==> src/mcr_pkg.sv <==
// register map and constants of the metering calibration register bank
`default_nettype none

package mcr_pkg;

  localparam int IDX_W    = 15;
  localparam int NUM_REGS = 20;
  localparam int CAL_W    = 24;
  localparam int LEVEL_W  = 28;

  // register indices; byte address is four times the index
  localparam logic [14:0] INTEGRATOR_COEFFICIENT_IDX      = 15'h4388;
  localparam logic [14:0] PHASE_A_POWER_GAIN_IDX          = 15'h4389;
  localparam logic [14:0] PHASE_A_TOTAL_ACTIVE_OFFSET_IDX = 15'h438A;
  localparam logic [14:0] PHASE_B_POWER_GAIN_IDX          = 15'h438B;
  localparam logic [14:0] PHASE_B_TOTAL_ACTIVE_OFFSET_IDX = 15'h438C;
  localparam logic [14:0] PHASE_C_POWER_GAIN_IDX          = 15'h438D;
  localparam logic [14:0] PHASE_C_TOTAL_ACTIVE_OFFSET_IDX = 15'h438E;
  localparam logic [14:0] PHASE_A_CURRENT_RMS_OFFSET_IDX  = 15'h438F;
  localparam logic [14:0] PHASE_A_VOLTAGE_RMS_OFFSET_IDX  = 15'h4390;
  localparam logic [14:0] PHASE_B_CURRENT_RMS_OFFSET_IDX  = 15'h4391;
  localparam logic [14:0] PHASE_B_VOLTAGE_RMS_OFFSET_IDX  = 15'h4392;
  localparam logic [14:0] PHASE_C_CURRENT_RMS_OFFSET_IDX  = 15'h4393;
  localparam logic [14:0] PHASE_C_VOLTAGE_RMS_OFFSET_IDX  = 15'h4394;
  localparam logic [14:0] NEUTRAL_CURRENT_RMS_OFFSET_IDX  = 15'h4395;
  localparam logic [14:0] HARMONIC_POWER_GAIN_IDX         = 15'h4398;
  localparam logic [14:0] CURRENT_SUM_THRESHOLD_IDX       = 15'h4399;
  localparam logic [14:0] FUNDAMENTAL_POWER_LEVEL_IDX     = 15'h439F;
  localparam logic [14:0] PHASE_A_FUND_ACTIVE_OFFSET_IDX  = 15'h43A2;
  localparam logic [14:0] PHASE_B_FUND_ACTIVE_OFFSET_IDX  = 15'h43A3;
  localparam logic [14:0] PHASE_C_FUND_ACTIVE_OFFSET_IDX  = 15'h43A4;
  localparam logic [14:0] CHECK_STATUS_IDX                = 15'h4400;

  // storage slot order
  localparam logic [14:0] SLOT_IDX [NUM_REGS] = '{
    INTEGRATOR_COEFFICIENT_IDX, PHASE_A_POWER_GAIN_IDX, PHASE_A_TOTAL_ACTIVE_OFFSET_IDX,
    PHASE_B_POWER_GAIN_IDX, PHASE_B_TOTAL_ACTIVE_OFFSET_IDX, PHASE_C_POWER_GAIN_IDX,
    PHASE_C_TOTAL_ACTIVE_OFFSET_IDX, PHASE_A_CURRENT_RMS_OFFSET_IDX, PHASE_A_VOLTAGE_RMS_OFFSET_IDX,
    PHASE_B_CURRENT_RMS_OFFSET_IDX, PHASE_B_VOLTAGE_RMS_OFFSET_IDX, PHASE_C_CURRENT_RMS_OFFSET_IDX,
    PHASE_C_VOLTAGE_RMS_OFFSET_IDX, NEUTRAL_CURRENT_RMS_OFFSET_IDX, HARMONIC_POWER_GAIN_IDX,
    CURRENT_SUM_THRESHOLD_IDX, FUNDAMENTAL_POWER_LEVEL_IDX, PHASE_A_FUND_ACTIVE_OFFSET_IDX,
    PHASE_B_FUND_ACTIVE_OFFSET_IDX, PHASE_C_FUND_ACTIVE_OFFSET_IDX};
  localparam int LEVEL_SLOT = 16;

  localparam logic [27:0] CAL_RESET_VAL   = 28'h0000000;
  localparam logic [27:0] LEVEL_RESET_VAL = 28'h0000000;

  // check status fields
  localparam int STAT_LIVE_BIT   = 0;
  localparam int STAT_STICKY_BIT = 1;

endpackage : mcr_pkg

`default_nettype wire

==> src/mcr_metering_calibration_regs.sv <==
// calibration register bank with Avalon-MM slave and current-sum check
`default_nettype none

module mcr_metering_calibration_regs
  import mcr_pkg::*;
#(
  parameter int ADDR_W = 17
) (
  input  wire logic                 core_clk,
  input  wire logic                 srst,
  input  wire logic [ADDR_W-1:0]    avs_address,
  input  wire logic                 avs_read,
  input  wire logic                 avs_write,
  input  wire logic [31:0]          avs_writedata,
  input  wire logic [3:0]           avs_byteenable,
  output logic      [31:0]          avs_readdata,
  output logic                      avs_waitrequest,
  input  wire logic signed [23:0]   phaseACurrent,
  input  wire logic signed [23:0]   phaseBCurrent,
  input  wire logic signed [23:0]   phaseCCurrent,
  input  wire logic signed [23:0]   neutralCurrent,
  input  wire logic                 sampleValid,
  output logic                      currentSumMismatch,
  output logic signed [23:0]        integratorCoefficient,
  output logic signed [23:0]        phaseAPowerGain,
  output logic signed [23:0]        phaseATotalActiveOffset,
  output logic signed [23:0]        phaseBPowerGain,
  output logic signed [23:0]        phaseBTotalActiveOffset,
  output logic signed [23:0]        phaseCPowerGain,
  output logic signed [23:0]        phaseCTotalActiveOffset,
  output logic signed [23:0]        phaseACurrentRmsOffset,
  output logic signed [23:0]        phaseAVoltageRmsOffset,
  output logic signed [23:0]        phaseBCurrentRmsOffset,
  output logic signed [23:0]        phaseBVoltageRmsOffset,
  output logic signed [23:0]        phaseCCurrentRmsOffset,
  output logic signed [23:0]        phaseCVoltageRmsOffset,
  output logic signed [23:0]        neutralCurrentRmsOffset,
  output logic signed [23:0]        harmonicPowerGain,
  output logic signed [23:0]        currentSumThreshold,
  output logic signed [27:0]        fundamentalPowerLevel,
  output logic signed [23:0]        phaseAFundActiveOffset,
  output logic signed [23:0]        phaseBFundActiveOffset,
  output logic signed [23:0]        phaseCFundActiveOffset
);

  logic [27:0]      cal_reg [NUM_REGS];
  logic             wait_reg;
  logic [31:0]      readData_reg;
  logic             mismatch_reg;
  logic             sticky_reg;
  logic [IDX_W-1:0] regIdx;
  logic             slotHit;
  logic [4:0]       slotNum;
  logic [31:0]      readData_next;
  logic             wrCommit;
  logic             rdTake;
  logic [31:0]      laneMask;
  logic signed [26:0] sumDiff;
  logic [26:0]      absDiff;
  logic signed [27:0] thrExt;
  logic             mismatch_next;

  assign regIdx   = avs_address[ADDR_W-1:2];
  assign wrCommit = avs_write && !wait_reg;
  assign rdTake   = avs_read && wait_reg;
  assign laneMask = {{8{avs_byteenable[3]}}, {8{avs_byteenable[2]}},
                     {8{avs_byteenable[1]}}, {8{avs_byteenable[0]}}};

  // slot lookup; reserved gaps and foreign words miss
  always_comb begin
    slotHit = 1'b0;
    slotNum = 5'h00;
    for (int i = 0; i < NUM_REGS; i++) begin
      if (SLOT_IDX[i] == regIdx) begin
        slotHit = 1'b1;
        slotNum = 5'(i);
      end
    end
  end

  // one wait cycle per transfer; the write lands when waitrequest is sampled low
  always_ff @(posedge core_clk) begin
    if (srst) begin
      wait_reg <= 1'b1;
    end else if (!wait_reg) begin
      wait_reg <= 1'b1;
    end else if (avs_read || avs_write) begin
      wait_reg <= 1'b0;
    end
  end

  // calibration storage, byte lanes honoured, bits above the field dropped
  always_ff @(posedge core_clk) begin
    if (srst) begin
      for (int i = 0; i < NUM_REGS; i++) begin
        cal_reg[i] <= (i == LEVEL_SLOT) ? LEVEL_RESET_VAL : CAL_RESET_VAL;
      end
    end else if (wrCommit && slotHit) begin
      if (int'(slotNum) == LEVEL_SLOT) begin
        cal_reg[slotNum] <= (cal_reg[slotNum] & ~laneMask[27:0]) | (avs_writedata[27:0] & laneMask[27:0]);
      end else begin
        cal_reg[slotNum] <= {4'h0, (cal_reg[slotNum][23:0] & ~laneMask[23:0])
                                   | (avs_writedata[23:0] & laneMask[23:0])};
      end
    end
  end

  // read formatting: 24-bit fields sign-extended to 28 and zero-padded
  always_comb begin
    readData_next = 32'h00000000;
    if (slotHit && int'(slotNum) == LEVEL_SLOT) begin
      readData_next = {4'h0, cal_reg[slotNum]};
    end else if (slotHit) begin
      readData_next = {4'h0, {4{cal_reg[slotNum][23]}}, cal_reg[slotNum][23:0]};
    end else if (regIdx == CHECK_STATUS_IDX) begin
      readData_next[STAT_LIVE_BIT]   = mismatch_reg;
      readData_next[STAT_STICKY_BIT] = sticky_reg;
    end
  end

  always_ff @(posedge core_clk) begin
    if (srst) begin
      readData_reg <= 32'h00000000;
    end else if (rdTake) begin
      readData_reg <= readData_next;
    end
  end

  // current-sum check against the programmed threshold
  always_comb begin
    sumDiff       = 27'(phaseACurrent) + 27'(phaseBCurrent) + 27'(phaseCCurrent) - 27'(neutralCurrent);
    absDiff       = sumDiff[26] ? 27'(-sumDiff) : 27'(sumDiff);
    thrExt        = 28'(signed'(cal_reg[15][23:0]));
    mismatch_next = $signed({1'b0, absDiff}) > thrExt;
  end

  always_ff @(posedge core_clk) begin
    if (srst) begin
      mismatch_reg <= 1'b0;
    end else if (sampleValid) begin
      mismatch_reg <= mismatch_next;
    end
  end

  // sticky flag, write one to clear, a new event wins over the clear
  always_ff @(posedge core_clk) begin
    if (srst) begin
      sticky_reg <= 1'b0;
    end else if (sampleValid && mismatch_next) begin
      sticky_reg <= 1'b1;
    end else if (wrCommit && regIdx == CHECK_STATUS_IDX && avs_byteenable[0]
                 && avs_writedata[STAT_STICKY_BIT]) begin
      sticky_reg <= 1'b0;
    end
  end

  assign avs_readdata            = readData_reg;
  assign avs_waitrequest         = wait_reg;
  assign currentSumMismatch      = mismatch_reg;
  assign integratorCoefficient   = cal_reg[0][23:0];
  assign phaseAPowerGain         = cal_reg[1][23:0];
  assign phaseATotalActiveOffset = cal_reg[2][23:0];
  assign phaseBPowerGain         = cal_reg[3][23:0];
  assign phaseBTotalActiveOffset = cal_reg[4][23:0];
  assign phaseCPowerGain         = cal_reg[5][23:0];
  assign phaseCTotalActiveOffset = cal_reg[6][23:0];
  assign phaseACurrentRmsOffset  = cal_reg[7][23:0];
  assign phaseAVoltageRmsOffset  = cal_reg[8][23:0];
  assign phaseBCurrentRmsOffset  = cal_reg[9][23:0];
  assign phaseBVoltageRmsOffset  = cal_reg[10][23:0];
  assign phaseCCurrentRmsOffset  = cal_reg[11][23:0];
  assign phaseCVoltageRmsOffset  = cal_reg[12][23:0];
  assign neutralCurrentRmsOffset = cal_reg[13][23:0];
  assign harmonicPowerGain       = cal_reg[14][23:0];
  assign currentSumThreshold     = cal_reg[15][23:0];
  assign fundamentalPowerLevel   = cal_reg[LEVEL_SLOT];
  assign phaseAFundActiveOffset  = cal_reg[17][23:0];
  assign phaseBFundActiveOffset  = cal_reg[18][23:0];
  assign phaseCFundActiveOffset  = cal_reg[19][23:0];

  // separate reckoning of the current-sum decision for the checks below
  logic signed [27:0] chkSum;
  logic               chkOver;

  assign chkSum  = 28'(phaseACurrent) + 28'(phaseBCurrent) + 28'(phaseCCurrent) - 28'(neutralCurrent);
  assign chkOver = (chkSum > 28'(currentSumThreshold)) || (-chkSum > 28'(currentSumThreshold));
endmodule : mcr_metering_calibration_regs

`default_nettype wire

==> config.mk <==
export PLATFORM = sky130hd
export DESIGN_NAME = mcr_metering_calibration_regs
export DESIGN_NICKNAME = d
export VERILOG_FILES = /design/src/mcr_pkg.sv /design/src/mcr_metering_calibration_regs.sv
export SDC_FILE = /design/constraint.sdc
export NUM_CORES = 2
export LEC_CHECK = 0
export ABC_AREA = 1
export BUFFER_PORTS_ARGS = -buffer_cell sky130_fd_sc_hd__buf_2
export CAP_MARGIN = 20
export CORE_MARGIN = 2
export CORE_UTILIZATION = 42
export DETAILED_ROUTE_END_ITERATION = 16
export HOLD_SLACK_MARGIN = 0.12
export PLACE_DENSITY = 0.61
export SLEW_MARGIN = 10
export SYNTH_ARGS = -nofsm -noshare
export SYNTH_HDL_FRONTEND = slang
export SYNTH_SLANG_ARGS = --single-unit
==> constraint.sdc <==
create_clock -name core_clk -period 5.95 [get_ports core_clk]
set_input_delay 0.2975 -clock core_clk [delete_from_list [all_inputs] [get_ports core_clk]]
set_output_delay 0.2975 -clock core_clk [all_outputs]
set_load 0.05 [all_outputs]
==> flow_summary_export.csv <==
group,metric,value,unit
setup_path,reg2regPathDepth,7,
timing,setup_viol,0,
die,initial_core_util,42.2,%
global_routing,antenna_found_initial,10,
die,die-area,0.0828,mm2
final_layout,syn2layout_area_growth,13.2,%
clocking,clk_pin_slew,60,ps
clocking,postCtsSetupRepairBufs,0,
die,num_rows,104,
yosys,synthMostInstantiatedCell,"nand2_1",
pwr,power,12.9,mW
timing,tightest_slew,1000,ps
final_layout,nets,4246,
hold_path,whs_path_depth,3,
setup_path,worst-setup-path-type,"input port to flip-flop",
timing,skew,40.7,ps
final_layout,fillCellCount,7721,
pwr,leakage,17.3,nW
final_layout,layout.area.seq,0.0174,mm2
timing,fin_crit_sh,92.5,%
final_layout,multi_input_area,0.0112,mm2
setup_path,path_max_fanout,6,
setup_path,cp-start-kind,"input port",
yosys,synth_cell_types,56,
timing,clock.fmax,182,MHz
detailed_routing,drt_first_pass_iters,5,
final_layout,largest_reg_flops,560,
yosys,yosys-top-cells-area,"edfxtp_1 (50%), buf_4 (11%), nand2_1 (7.6%)",
global_routing,grt_max_degree,70,
yosys,ys_ff_latch,591,
yosys,synthArstFlopShare,0,%
pwr,ir_worst_vdd,0.000256,V
yosys,netlist.top_cell.by_area,"edfxtp_1",
pwr,power.density,337,mW/mm2
clocking,cts_inserted_buffers,69,
die,dieWidth,288,um
timing,slew_headroom,33.0,%
timing,tns,0,ps
yosys,syn_area,0.0338,mm2
clocking,cts.sinks,591,
detailed_routing,viasPerCell,5.27,
yosys,synth_cells,3651,
final_layout,drive_gt1_share,25.0,%
final_layout,final_cells,5107,
placement,port_buffers,661,
global_routing,gr-usage-all-layers,30.2,%
yosys,synth_commonest_cells,"nand2_1 (682), nor2_1 (615), edfxtp_1 (560), buf_4 (502), inv_1 (305)",
clocking,worstSkewPairLatency,650,ps
yosys,ys_seq_area_share,51.6,%
yosys,yosys_warnings,0,
detailed_routing,routed_wl,130000,um
setup_path,cp-end-kind,"flip-flop",
detailed_routing,first_iter_violations,2835,
setup_path,worst_ep_arrival_time,5950,ps
hold_path,min_path_type,"input port to flip-flop",
global_routing,overflow,0,
placement,gp_congestion,0.912,
detailed_routing,vias,26900,
timing,period_minus_slack,5500,ps
detailed_routing,wl_per_cell,25.4,um
clocking,cts_tree,"done",
clocking,clock_path_buffers,3,
die,coreArea,0.0802,mm2
yosys,synth_top_area_share,49.7,%
yosys,postSynthAreaPerCell,9.26,um2
timing,final_hold_viol_count,0,
detailed_routing,ant_nets,0,
global_routing,grt_pass1_vias,24800,
timing,slew_violations,0,
clocking,htreeDepth,3,
die,io_pins,672,
yosys,synthFlopType,"edfxtp_1",
setup_path,slowest_stage,"fa_1",
setup_path,crit_required,6400,ps
placement,dp_hpwl,96100,um
die,die_height,288,um
run,maxCapViolCount,0,
timing,rsz0062_at_grt,"false",
placement,place_inst,4973,
detailed_routing,drc,0,
clocking,clockRootBuffer,"clkbuf_16",
global_routing,grt_pass1_wl,179000,um
status,status,"finished clean",
setup_path,cp_common_cell,"nand2_1",
yosys,synth_edf_count,560,
setup_path,cpPeakStageDelay,570,ps
## logic make-up after synthesis
| family | count (synthesis) | share of synthesized area, % |
|---|---|---|
| and+or+nand+nor | 1643 | 20.2 |
| buffers and inverters | 957 | 16.5 |
| DFF | 591 | 51.6 |
| AOI/OAI and AO/OA | 315 | 5.81 |
| adders and majority gates | 102 | 4.86 |
| xor gates and xnor gates | 42 | 1.09 |
| other | 1 | 0.0111 |
## critical path: cells and delay by family
family	cells	cell delay, ps
and+or+nand+nor	10	1290
xor gates and xnor gates	1	160
AOI/OAI and AO/OA	11	1760
buffers and inverters	7	830
adders and majority gates	4	1630
## power by group
part	internal [mW]	switching [mW]
combinational	1.34	2.39
clock	2.51	1.84
sequential	4.71	0.0977
total	8.56	4.33
## metal layers
layer | part of all wire, % | global-route usage (%) | wire, um | vias to the layer above
li1 | - | - | - | 12100
met3 | 9.7 | 6.36 | 12500 | 232
met4 | 4.1 | 11.2 | 5300 | 14
met5 | 0.072 | 0 | 93 | -
met1 | 38 | 38.8 | 49200 | 13100
met2 | 48 | 50.2 | 62400 | 1459
## layout make-up
cell class / instances / share of cell area [%]
multi-input cells: 2182 / 29.1
flip-flops and latches: 591 / 45.6
clock inverters: 38 / 1.23
well taps: 1060 / 3.47
diodes: 3 / 0.0196
clock buffers: 87 / 4.85
inverters: 315 / 3.10
repair buffers: 831 / 12.6
## worst paths after layout
| check | startpoint | end | slack, ps |
|---|---|---|---|
| worst min register to register | avs_readdata[9]$_SDFFE_PP0P_ | avs_readdata[9]$_SDFFE_PP0P_ | 460 |
| worst max-delay path | phaseACurrent[3] | currentSumMismatch$_SDFFE_PP0P_ | 450 |
| worst max register to register | avs_waitrequest$_SDFF_PP1_ | cal_reg[12][12]$_SDFFCE_PN0P_ | 2860 |
| worst min-delay path | avs_writedata[25] | cal_reg[16][25]$_SDFFCE_PN0P_ | 170 |
## cell usage in the layout, fill, tap and decap left out, types with 5 or more instances in the layout
| cell | Yosys | layout |
|---|---|---|
| o211ai_1 | 9 | 9 |
| conb_1 | 1 | 80 |
| a21oi_1 | 123 | 123 |
| nand2_2 | 5 | 17 |
| edfxtp_1 | 560 | 560 |
| bufinv_16 | 0 | 6 |
| nor2_2 | 9 | 10 |
| ha_1 | 53 | 53 |
| nand4_1 | 36 | 36 |
| clkbuf_8 | 0 | 6 |
| xnor2_1 | 12 | 12 |
| inv_1 | 305 | 305 |
| buf_4 | 502 | 145 |
| fa_1 | 49 | 49 |
| nor4_1 | 5 | 5 |
| or2_2 | 30 | 30 |
| a22oi_1 | 92 | 92 |
| xor2_1 | 30 | 30 |
| buf_12 | 0 | 18 |
| o21bai_1 | 25 | 25 |
| nand3b_1 | 5 | 5 |
| nand2_1 | 682 | 670 |
| clkbuf_16 | 0 | 69 |
| dfxtp_1 | 31 | 31 |
| clkinv_2 | 0 | 9 |
| nor2_4 | 3 | 5 |
| buf_2 | 59 | 661 |
| nor2_1 | 615 | 612 |
| clkbuf_1 | 74 | 12 |
| dlygate4sd3_1 | 0 | 6 |
| clkinv_1 | 1 | 10 |
| o21ai_0 | 37 | 36 |
| nand3_1 | 213 | 213 |
| inv_2 | 9 | 7 |
| nor3_1 | 26 | 26 |
## what timing repair did
action,4_1_cts,5_1_grt
gates resized for setup,0,3
setup endpoints to repair,0,2
hold buffers,6,0
endpoints found under the hold margin,5,0
## stage by stage
step / instance area (um2) / setup WS [ps] / hold slack, ps / utilization (%)
floorplan: 34100 / 690 / 413 / -
global placement: 35900 / -223 / 449 / 44.7
detailed placement: 35900 / -241 / 452 / 44.7
CTS: 38300 / 407 / 144 / 47.7
global route: 38300 / 35.2 / 177 / 47.7
finish: 38300 / 448 / 170 / 47.7
Note: power is estimated with default switching activity, not from simulation.
